File: config.mk
export PLATFORM = sky130hd
export DESIGN_NAME = eemc_engine
export DESIGN_NICKNAME = d
export VERILOG_FILES = /design/src/pkg/eemc_pkg.sv /design/src/logic/eemc_engine.sv
export SDC_FILE = /design/constraint.sdc
export NUM_CORES = 1
export LEC_CHECK = 0
export BUFFER_PORTS_ARGS = -buffer_cell sky130_fd_sc_hd__buf_2
export CORE_ASPECT_RATIO = 1.75
export CORE_MARGIN = 5
export CORE_UTILIZATION = 31
export CTS_BUF_LIST = sky130_fd_sc_hd__clkbuf_4 sky130_fd_sc_hd__clkbuf_8
export DETAILED_ROUTE_END_ITERATION = 8
export HOLD_SLACK_MARGIN = 0.05
export REMOVE_ABC_BUFFERS = 1
export SLEW_MARGIN = 20
export SYNTH_ARGS = -nofsm -noshare
export SYNTH_HDL_FRONTEND = slang
export SYNTH_SLANG_ARGS = --single-unit
File: constraint.sdc
create_clock -name clk -period 6.1 [get_ports clk]
set_input_delay 0.61 -clock clk [delete_from_list [all_inputs] [get_ports clk]]
set_output_delay 0.61 -clock clk [all_outputs]
set_load 0.05 [all_outputs]
File: src/pkg/eemc_pkg.sv
package eemc_pkg;
   localparam logic [7:0] CMD_WS = 8'h0F;
   localparam logic [7:0] CMD_RS = 8'hAA;
   localparam logic [7:0] CMD_CP = 8'h99;
   localparam logic [7:0] CMD_RM = 8'h69;
   localparam logic [7:0] CMD_VP = 8'hC3;
   localparam logic [7:0] CMD_RV = 8'hCC;
   localparam logic [7:0] PW_ENABLE = 8'hAA;
   localparam logic [7:0] OK_PATTERN = 8'hAA;
   localparam logic [7:0] ALL_ONES = 8'hFF;
   localparam logic [10:0] PW_ROW = 11'h7FC;
   localparam logic [14:0] LAST_USER = 15'h7FD0;
   localparam logic [8:0] LAST_PAGE = 9'h1FF;
   localparam logic [5:0] SP_LAST = 6'h3F;
   localparam logic [6:0] SP_CRC_LO = 7'h40;
   localparam logic [6:0] SP_CRC_HI = 7'h41;
   localparam logic [3:0] PW_LAST_IDX = 4'hA;
   localparam logic [3:0] HDR_LEN = 4'h3;
   localparam logic [7:0] VER_MASK = 8'hE0;
   // Arbitrary revision value
   localparam logic [7:0] VERSION = 8'h00;
   // Arbitrary scrambler key
   localparam logic [63:0] SCR_KEY = 64'h3C5A96E1D2874B0F;
   localparam logic [15:0] CRC_POLY = 16'hA001;
   localparam logic [15:0] CRC_RST = 16'h0000;
   localparam logic [15:0] TA_RST = 16'h0000;
   localparam logic [5:0] ES_RST = 6'h00;
   localparam logic PARTIAL_RST = 1'b1;
   localparam logic ACCEPTED_RST = 1'b0;
   localparam int CLK_HZ = 25000000;
   localparam int COPY_TIME_MS = 10;
   localparam int LOAD_TIME_MS = 5;
   localparam int TMO_W = 18;
   typedef enum logic [4:0] {
      ST_WAIT = 5'h00, ST_CMD = 5'h01, ST_WS_ADDR = 5'h02,
      ST_WS_DATA = 5'h03, ST_RS = 5'h04, ST_CP_RX = 5'h05,
      ST_CP_WAIT = 5'h06, ST_CP_XFER = 5'h07, ST_RM_RX = 5'h08,
      ST_RM_WAIT = 5'h09, ST_RM_XFER = 5'h0A, ST_RM_READ = 5'h0B,
      ST_VP_RX = 5'h0C, ST_RV_RX = 5'h0D, ST_RV_READ = 5'h0E,
      ST_OK = 5'h0F, ST_ONES = 5'h10
   } eemc_state_t;
endpackage

File: src/logic/eemc_engine.sv
`timescale 1ns/1ns
module eemc_engine #(
   parameter int COPY_CYCLES =
      eemc_pkg::COPY_TIME_MS * (eemc_pkg::CLK_HZ / 1000),
   parameter int LOAD_CYCLES =
      eemc_pkg::LOAD_TIME_MS * (eemc_pkg::CLK_HZ / 1000)
) (
   input wire logic clk, // 25 MHz
   input wire logic resetn, // Async reset
   input wire logic bus_reset, // Bus reset pulse
   input wire logic cmd_start, // Memory function selected
   input wire logic wr_valid, // Write slot pulse
   input wire logic wr_bit, // Write slot value
   input wire logic rd_slot, // Read slot pulse
   input wire logic spu_on, // Strong pull-up active
   input wire logic [7:0] password_enable_byte, // Enable byte
   input wire logic [63:0] rd_pw_stored, // Stored read password
   input wire logic [63:0] wr_pw_stored, // Stored write password
   input wire logic [7:0] mem_rdata, // Cell array data
   input wire logic mem_ack, // Cell array done
   output logic rd_bit, // Read slot answer
   output logic rd_valid, // Answer strobe
   output logic mem_req, // Cell array request
   output logic mem_we, // Cell array write
   output logic [14:0] mem_addr, // Cell array address
   output logic [7:0] mem_wdata // Cell array write data
);
   import eemc_pkg::*;

   eemc_state_t st_q;
   logic [7:0] sp [0:63];
   logic [2:0] rx_cnt_q;
   logic [7:0] rx_sh_q;
   logic [2:0] tx_cnt_q;
   logic [7:0] tx_sh_q;
   logic [15:0] ta_q;
   logic [5:0] es_q;
   logic partial_q;
   logic accepted_q;
   logic [6:0] ptr_q;
   logic [3:0] idx_q;
   logic ok_q;
   logic vp_sel_q;
   logic [15:0] crc_q;
   logic [TMO_W-1:0] tmo_q;

   logic rx_done;
   logic [7:0] rx_byte;
   logic tx_take;
   logic tx_data;
   logic [7:0] tx_byte;
   logic [7:0] hdr_byte;
   logic [14:0] cur_addr;
   logic [15:0] new_addr;
   logic pw_en;
   logic [2:0] pwi;
   logic [63:0] pw_sel;
   logic match;
   logic ok_n;
   logic is_cp;
   logic skip;
   logic xfer_step;
   logic xfer_last;
   logic sp_we;
   logic [7:0] sp_wd;

   function automatic logic [15:0] crc_byte(input logic [15:0] c,
                                            input logic [7:0] b);
      logic [15:0] r;
      r = c;
      for (int i = 0; i < 8; i++) begin
         r = (r[0] ^ b[i]) ? ((r >> 1) ^ CRC_POLY) : (r >> 1);
      end
      return r;
   endfunction

   function automatic logic pw_loc(input logic [14:0] a);
      return a[14:4] == PW_ROW;
   endfunction

   // ---------------------------------------------
   // Decode
   // ---------------------------------------------
   assign rx_byte = {wr_bit, rx_sh_q[7:1]};
   assign rx_done = wr_valid && (rx_cnt_q == 3'h7);
   assign tx_take = rd_slot && (tx_cnt_q == 3'h0);
   assign cur_addr = {ta_q[14:6], ptr_q[5:0]};
   assign pw_en = (password_enable_byte == PW_ENABLE);
   assign pwi = 3'(idx_q - HDR_LEN);
   assign ok_n = ok_q & match;
   assign is_cp = (st_q == ST_CP_XFER);

   always_comb begin
      new_addr = {1'b0, rx_byte[6:0], ta_q[7:0]};
      if (st_q == ST_WS_ADDR && pw_loc(new_addr[14:0])) begin
         new_addr[2:0] = 3'h0;
      end
   end

   always_comb begin
      case (idx_q[1:0])
         2'h0: hdr_byte = ta_q[7:0];
         2'h1: hdr_byte = ta_q[15:8];
         default: hdr_byte = {accepted_q, partial_q, es_q};
      endcase
   end

   always_comb begin
      if (st_q == ST_CP_RX || (st_q == ST_VP_RX && vp_sel_q)) begin
         pw_sel = wr_pw_stored;
      end else begin
         pw_sel = rd_pw_stored;
      end
      if (idx_q < HDR_LEN) begin
         // Only copy checks the echoed header; others send an address
         match = (st_q != ST_CP_RX) || (rx_byte == hdr_byte);
      end else begin
         // Stored form is scrambled, so compare scrambled forms
         match = (!pw_en && st_q != ST_VP_RX) ||
                 ((rx_byte ^ SCR_KEY[{pwi, 3'h0} +: 8]) ==
                  pw_sel[{pwi, 3'h0} +: 8]);
      end
   end

   always_comb begin
      tx_data = ((st_q == ST_RS) && (idx_q < HDR_LEN || !ptr_q[6])) ||
                ((st_q == ST_RM_READ) && !ptr_q[6]);
      case (st_q)
         ST_RS, ST_RM_READ, ST_WS_DATA: begin
            if (st_q == ST_RS && idx_q < HDR_LEN) begin
               tx_byte = hdr_byte;
            end else if (!ptr_q[6] && st_q != ST_WS_DATA) begin
               tx_byte = sp[ptr_q[5:0]];
            end else if (ptr_q == SP_CRC_LO) begin
               tx_byte = ~crc_q[7:0];
            end else if (ptr_q == SP_CRC_HI) begin
               tx_byte = ~crc_q[15:8];
            end else begin
               tx_byte = ALL_ONES;
            end
         end
         ST_RV_READ: begin
            tx_byte = (idx_q < 4'h2) ? (VERSION & VER_MASK) : ALL_ONES;
         end
         ST_OK: tx_byte = OK_PATTERN;
         default: tx_byte = ALL_ONES;
      endcase
   end

   always_comb begin
      if (is_cp) begin
         skip = (cur_addr > LAST_USER);
         xfer_last = (ptr_q[5:0] == es_q);
      end else begin
         skip = pw_loc(cur_addr) || (cur_addr > LAST_USER);
         xfer_last = (ptr_q[5:0] == SP_LAST);
      end
      xfer_step = mem_req ? mem_ack : skip;
      sp_we = 1'b0;
      sp_wd = rx_byte;
      if (st_q == ST_WS_DATA && rx_done && !ptr_q[6]) begin
         sp_we = 1'b1;
      end else if (st_q == ST_RM_XFER && spu_on && xfer_step) begin
         sp_we = 1'b1;
         sp_wd = mem_req ? mem_rdata : ALL_ONES;
      end
   end

   // ---------------------------------------------
   // Bit receiver and bit sender
   // ---------------------------------------------
   always_ff @(posedge clk or negedge resetn) begin
      if (!resetn) begin
         rx_cnt_q <= 3'h0;
         rx_sh_q <= 8'h00;
      end else if (bus_reset) begin
         rx_cnt_q <= 3'h0;
      end else if (wr_valid) begin
         rx_sh_q <= rx_byte;
         rx_cnt_q <= rx_cnt_q + 3'h1;
      end
   end

   always_ff @(posedge clk or negedge resetn) begin
      if (!resetn) begin
         tx_cnt_q <= 3'h0;
         tx_sh_q <= 8'hFF;
         rd_bit <= 1'b1;
         rd_valid <= 1'b0;
      end else begin
         rd_valid <= rd_slot && !bus_reset;
         if (bus_reset) begin
            tx_cnt_q <= 3'h0;
         end else if (tx_take) begin
            rd_bit <= tx_byte[0];
            tx_sh_q <= {1'b1, tx_byte[7:1]};
            tx_cnt_q <= 3'h7;
         end else if (rd_slot) begin
            rd_bit <= tx_sh_q[0];
            tx_sh_q <= {1'b1, tx_sh_q[7:1]};
            tx_cnt_q <= tx_cnt_q - 3'h1;
         end
      end
   end

   always_ff @(posedge clk) begin
      if (sp_we) begin
         sp[ptr_q[5:0]] <= sp_wd;
      end
   end

   // ---------------------------------------------
   // Command sequencer
   // ---------------------------------------------
   always_ff @(posedge clk or negedge resetn) begin
      if (!resetn) begin
         st_q <= ST_WAIT;
         ta_q <= TA_RST;
         es_q <= ES_RST;
         partial_q <= PARTIAL_RST;
         accepted_q <= ACCEPTED_RST;
         crc_q <= CRC_RST;
         ptr_q <= 7'h00;
         idx_q <= 4'h0;
         ok_q <= 1'b1;
         vp_sel_q <= 1'b0;
         tmo_q <= '0;
         mem_req <= 1'b0;
         mem_we <= 1'b0;
         mem_addr <= 15'h0000;
         mem_wdata <= 8'h00;
      end else if (bus_reset) begin
         st_q <= ST_WAIT;
         mem_req <= 1'b0;
         if (st_q == ST_WS_DATA && rx_cnt_q != 3'h0) begin
            partial_q <= 1'b1;
         end
      end else begin
         case (st_q)
            ST_WAIT: if (cmd_start) begin
               st_q <= ST_CMD;
            end
            ST_CMD: if (rx_done) begin
               crc_q <= crc_byte(CRC_RST, rx_byte);
               ok_q <= 1'b1;
               idx_q <= (rx_byte == CMD_CP || rx_byte == CMD_RS) ?
                        4'h0 : 4'h1;
               ptr_q <= {1'b0, ta_q[5:0]};
               case (rx_byte)
                  CMD_WS: begin
                     accepted_q <= 1'b0;
                     st_q <= ST_WS_ADDR;
                  end
                  CMD_RS: st_q <= ST_RS;
                  CMD_CP: st_q <= ST_CP_RX;
                  CMD_RM: st_q <= ST_RM_RX;
                  CMD_VP: st_q <= ST_VP_RX;
                  CMD_RV: st_q <= ST_RV_RX;
                  default: st_q <= ST_ONES;
               endcase
            end
            ST_WS_ADDR, ST_RM_RX, ST_VP_RX, ST_RV_RX, ST_CP_RX: begin
               if (rx_done) begin
                  idx_q <= idx_q + 4'h1;
                  ok_q <= ok_n;
                  if (st_q == ST_WS_ADDR || st_q == ST_RM_RX) begin
                     if (idx_q == 4'h1) begin
                        ta_q[7:0] <= rx_byte;
                        crc_q <= crc_byte(crc_q, rx_byte);
                     end else if (idx_q == 4'h2) begin
                        ta_q <= new_addr;
                        ptr_q <= {1'b0, new_addr[5:0]};
                        crc_q <= crc_byte(crc_q, rx_byte);
                        if (st_q == ST_WS_ADDR) begin
                           st_q <= ST_WS_DATA;
                        end
                     end
                  end
                  if (st_q == ST_VP_RX && idx_q == 4'h1) begin
                     vp_sel_q <= rx_byte[3];
                  end
                  if (st_q == ST_RV_RX && idx_q == 4'h2) begin
                     idx_q <= 4'h0;
                     st_q <= ST_RV_READ;
                  end
                  if (idx_q == PW_LAST_IDX) begin
                     case (st_q)
                        ST_CP_RX: st_q <= ok_n ? ST_CP_WAIT : ST_ONES;
                        ST_RM_RX: st_q <= ok_n ? ST_RM_WAIT : ST_ONES;
                        default: st_q <= ok_n ? ST_OK : ST_ONES;
                     endcase
                  end
               end
            end
            ST_WS_DATA: begin
               if (rx_done && !ptr_q[6]) begin
                  crc_q <= crc_byte(crc_q, rx_byte);
                  ptr_q <= ptr_q + 7'h01;
                  if (!pw_loc(cur_addr) || ptr_q[2:0] == 3'h7) begin
                     es_q <= ptr_q[5:0];
                     partial_q <= 1'b0;
                  end else begin
                     partial_q <= 1'b1;
                  end
               end else if (tx_take && ptr_q[6] && ptr_q < 7'h42) begin
                  ptr_q <= ptr_q + 7'h01;
               end
            end
            ST_RS, ST_RM_READ: if (tx_take) begin
               if (tx_data) begin
                  crc_q <= crc_byte(crc_q, tx_byte);
               end
               if (st_q == ST_RS && idx_q < HDR_LEN) begin
                  idx_q <= idx_q + 4'h1;
               end else if (ptr_q < 7'h42) begin
                  ptr_q <= ptr_q + 7'h01;
               end
               if (st_q == ST_RM_READ && ptr_q == SP_CRC_HI) begin
                  crc_q <= CRC_RST;
                  ta_q <= {1'b0, ta_q[14:6] + 9'h001, 6'h00};
                  st_q <= (ta_q[14:6] == LAST_PAGE) ? ST_ONES :
                          ST_RM_WAIT;
               end
            end
            ST_CP_WAIT, ST_RM_WAIT: if (spu_on) begin
               ptr_q <= {1'b0, ta_q[5:0]};
               if (st_q == ST_CP_WAIT) begin
                  accepted_q <= 1'b1;
                  tmo_q <= TMO_W'(COPY_CYCLES);
                  st_q <= ST_CP_XFER;
               end else begin
                  tmo_q <= TMO_W'(LOAD_CYCLES);
                  st_q <= ST_RM_XFER;
               end
            end
            ST_CP_XFER, ST_RM_XFER: begin
               tmo_q <= tmo_q - TMO_W'(1);
               if (!spu_on || tmo_q == '0) begin
                  mem_req <= 1'b0;
                  st_q <= ST_ONES;
               end else if (xfer_step) begin
                  mem_req <= 1'b0;
                  if (!xfer_last) begin
                     ptr_q <= ptr_q + 7'h01;
                  end else if (is_cp) begin
                     st_q <= ST_OK;
                  end else begin
                     ptr_q <= {1'b0, ta_q[5:0]};
                     st_q <= ST_RM_READ;
                  end
               end else if (!mem_req) begin
                  mem_req <= 1'b1;
                  mem_we <= is_cp;
                  mem_addr <= cur_addr;
                  mem_wdata <= sp[ptr_q[5:0]] ^ ((is_cp && pw_loc(cur_addr))
                     ? SCR_KEY[{ptr_q[2:0], 3'h0} +: 8] : 8'h00);
               end
            end
            ST_RV_READ: if (tx_take && idx_q < 4'h2) begin
               idx_q <= idx_q + 4'h1;
            end
            ST_OK, ST_ONES: st_q <= st_q;
            default: st_q <= ST_WAIT;
         endcase
      end
   end
endmodule

==> results.cfg <==
[run_status]
run_status = finished, final reports clean

[drt]
ant_nets = 0
dr.pass1.iters = 6
num_vias = 20400
vias_per_cell = 5.49
wl_per_cell_um = 26.7
drc = 0
drt_iter0_markers = 1721
wirelength_um = 99100

[synth]
synth_top_area_share_pct = 51.1
synthTopCellsByArea = edfxtp_1 (51%), mux4_2 (11%), dfrtp_1 (9.3%)
seq_area_frac_synth_pct = 61.3
synth.distinct_cells = 83
ys_warn_count = 0
ys_ff_latch = 634
avgSynthCellArea_sq_um = 14.0
synth_ff_type = edfxtp_1
synth_top_cell_by_area = edfxtp_1
syn-cell-area_sq_um = 30100
synth_edf_count = 512
async_flop_share_pct = 19.2
netlist_instances = 2152

[finish]
final_area_sq_um = 34700
mostFrequentLayoutCells = edfxtp_1 (512), nor2_1 (182), nand2_1 (180), buf_2 (178), mux4_2 (144)
mostFrequentLayoutCell = edfxtp_1
final_nets = 2528
areaGrowthSynthToFinish_pct = 15.3
final_cell_count_no_fill = 3713
drive_gt1_share_pct = 24.8

[clocking]
clock_path_buffers = 3
cts_tree = built
cts.sinks = 634
cts_root_buf = clkbuf_8
cts_resized = 0
htree_levels = 3
hold_buffers = 1
clock_latency_ns = 0.76
clk_pin_slew_ns = 0.07
cts_inserted_buffers = 92
postCtsSetupRepairBufs = 0

[global_route]
overflow = 0
grt_pass1_wl_um = 144000
grt_pass1_vias = 21300
grt.total_usage_pct = 18.6
grt_max_degree = 74
antenna_found_initial = 1

[power_and_ir_drop]
p_leak_uw = 0.0121
p_int_uw = 8230
swShare_pct = 33.0
p_seq_share_pct = 41.1
clockPowerShare_pct = 32.4
power_density_nw_per_um2 = 354
p_switching_uw = 4050
combPwrFrac_pct = 26.5
peakVddDrop_mv = 0.211

[worst_setup_path]
cp.required_ns = 6.77
end_kind = flop
cp.arrival_ns = 5.66
worstSetupPathType = flop to flop
worstSetupStartpointType = flop
critPathSlowestCell = a41oi_1
slowest_delay_ns = 0.66
path_max_fanout = 41
path_cells = buf_4 > mux4_2 > nor2_1 > a221oi_1 > a22oi_1 > a41oi_1 > xor3_1 > xnor2_1 > xnor3_1 > or3_1 > nand4_1

[timing]
fmax_mhz = 201
drv_slew = 0
finalCritPeriodShare_pct = 81.7
setup_tns_ns = 0
fin_worst_skew_ns = 0.0474
rsz0062_at_grt = no
finalHoldViolCount = 0
final.min_clock_period_ns = 4.99
fin_ws_ns = 1.11
worstMarginPinSlew_ns = 1.25
slew_headroom_pct = 16.1
setup_viol = 0
fin_hold_ws_ns = 0.192

[floorplanning]
dieWidth_um = 246
die_area_sq_um = 104000
core_region_area_sq_um = 96500
initial_core_util_pct = 31.2
placement_rows = 151
die_h_um = 422
num_io_pins = 180

[flow_run]
cap_violations = 0

[placed_design]
dp_slack_ns = 1.26
dp.cells = 3540
dp_hpwl_um = 71200
place.gp.congestion = 0.953
placed_cell_area_sq_um = 32500
io_buffers = 179

[worst_hold_path]
min_path_type = input port to flop
## cells in the mapped netlist, types with 5 or more instances
cell       count
a2111oi_0     11
ha_1          39
or3_1         11
o21ai_0      128
buf_4          9
nand3_1       33
buf_2         22
clkbuf_1      90
xor2_1        18
and2_1         8
nand4_1       18
o31ai_1       16
nor2b_1       16
a211oi_1       8
o41ai_1        5
xnor2_1       62
nor3_1        34
nor3b_1       13
a221oi_1      25
a31oi_1       19
o22ai_1       12
o22a_1         7
or2_2          9
nand2b_1      15
nand2_1      180
a21oi_1       77
edfxtp_1     512
a22o_1        24
nor4_1         5
a31o_2         6
mux4_2       144
inv_1         35
mux2_2        23
a211o_1        5
dfstp_2       10
nor2_1       182
a21o_1         9
buf_1          7
nand3b_1       7
mux2i_1       68
and3_1        12
a22oi_1       29
dfrtp_1      112
## kinds of logic after synthesis
kind of cell / after synthesis / share of synthesized area (%)
DFF: 634 / 61.3
and+or+nand+nor: 567 / 8.79
AOI/OAI and AO/OA: 422 / 9.27
xor gates and xnor gates: 84 / 2.61
buffers and inverters: 171 / 2.55
adders and majority gates: 39 / 1.62
muxes: 235 / 13.9
## routing by layer
layer | global-route usage, % | vias to the layer above | wire (um)
met1 | 19.2 | 10300 | 33100
met4 | 11.9 | 0 | 7410
li1 | - | 8741 | -
met5 | 0 | - | 0
met3 | 3.16 | 291 | 6460
met2 | 34.1 | 1043 | 52100
## flip-flops by register name, summed over array words and instances (netlist names), 3 cells and up
signal,count
sp,512
tmo_q,18
crc_q,16
mem_addr,15
ta_q,15
mem_wdata,8
ptr_q,7
rx_sh_q,7
tx_sh_q,7
es_q,6
st_q,5
idx_q,4
rx_cnt_q,3
tx_cnt_q,3
## path summary, 6_finish.rpt
check,slack (ns),endpoint,start,depth (start not counted)
worst max-delay path,1.11,crc_q[0],ptr_q[1],11
worst min-delay path,0.19,tx_cnt_q[1],rd_slot,2
worst max register to register,1.11,crc_q[0],ptr_q[1],11
worst min register to register,0.48,rd_bit,rd_bit,2
max in group asynchronous,4.30,ptr_q[1],resetn,3
min in group asynchronous,0.52,tmo_q[6],resetn,2
## power groups by stage
stage               Clock, uW  Sequential, uW  Combinational [uW]
global route             4240            5060                3390
finish                   3980            5050                3250
floorplan                   0            5290                1900
global placement            0            5130                3170
detailed placement          0            5140                3200
CTS                      4050            5040                3220
## metrics by stage
stage | util (%) | total power, uW
4_1_cts | 35.9 | 12300
3_3_place_gp | 33.7 | 8300
6_report | 36.0 | 12300
5_1_grt | 36.0 | 12700
3_5_place_dp | 33.7 | 8340
2_1_floorplan | - | 7180
## worst max-delay path, delay by kind of cell, from the launching register on
kind / cells / cell delay [ns]
mux: 1 / 0.33
compound gates: 3 / 1.51
simple gates: 3 / 0.57
flops: 1 / 0.65
buf+inv: 1 / 0.62
xor+xnor: 3 / 1.12
## area by class of cell
class	count	area, sq um
antenna	1	2.50
clock buffer	120	1540
clock inverter	50	632
fill	9159	61800
inverter	36	135
multi-input combinational	1347	11000
sequential	634	18400
tap	1300	1630
timing repair buffer	225	1320
Note: power is estimated with default switching activity, not from simulation.
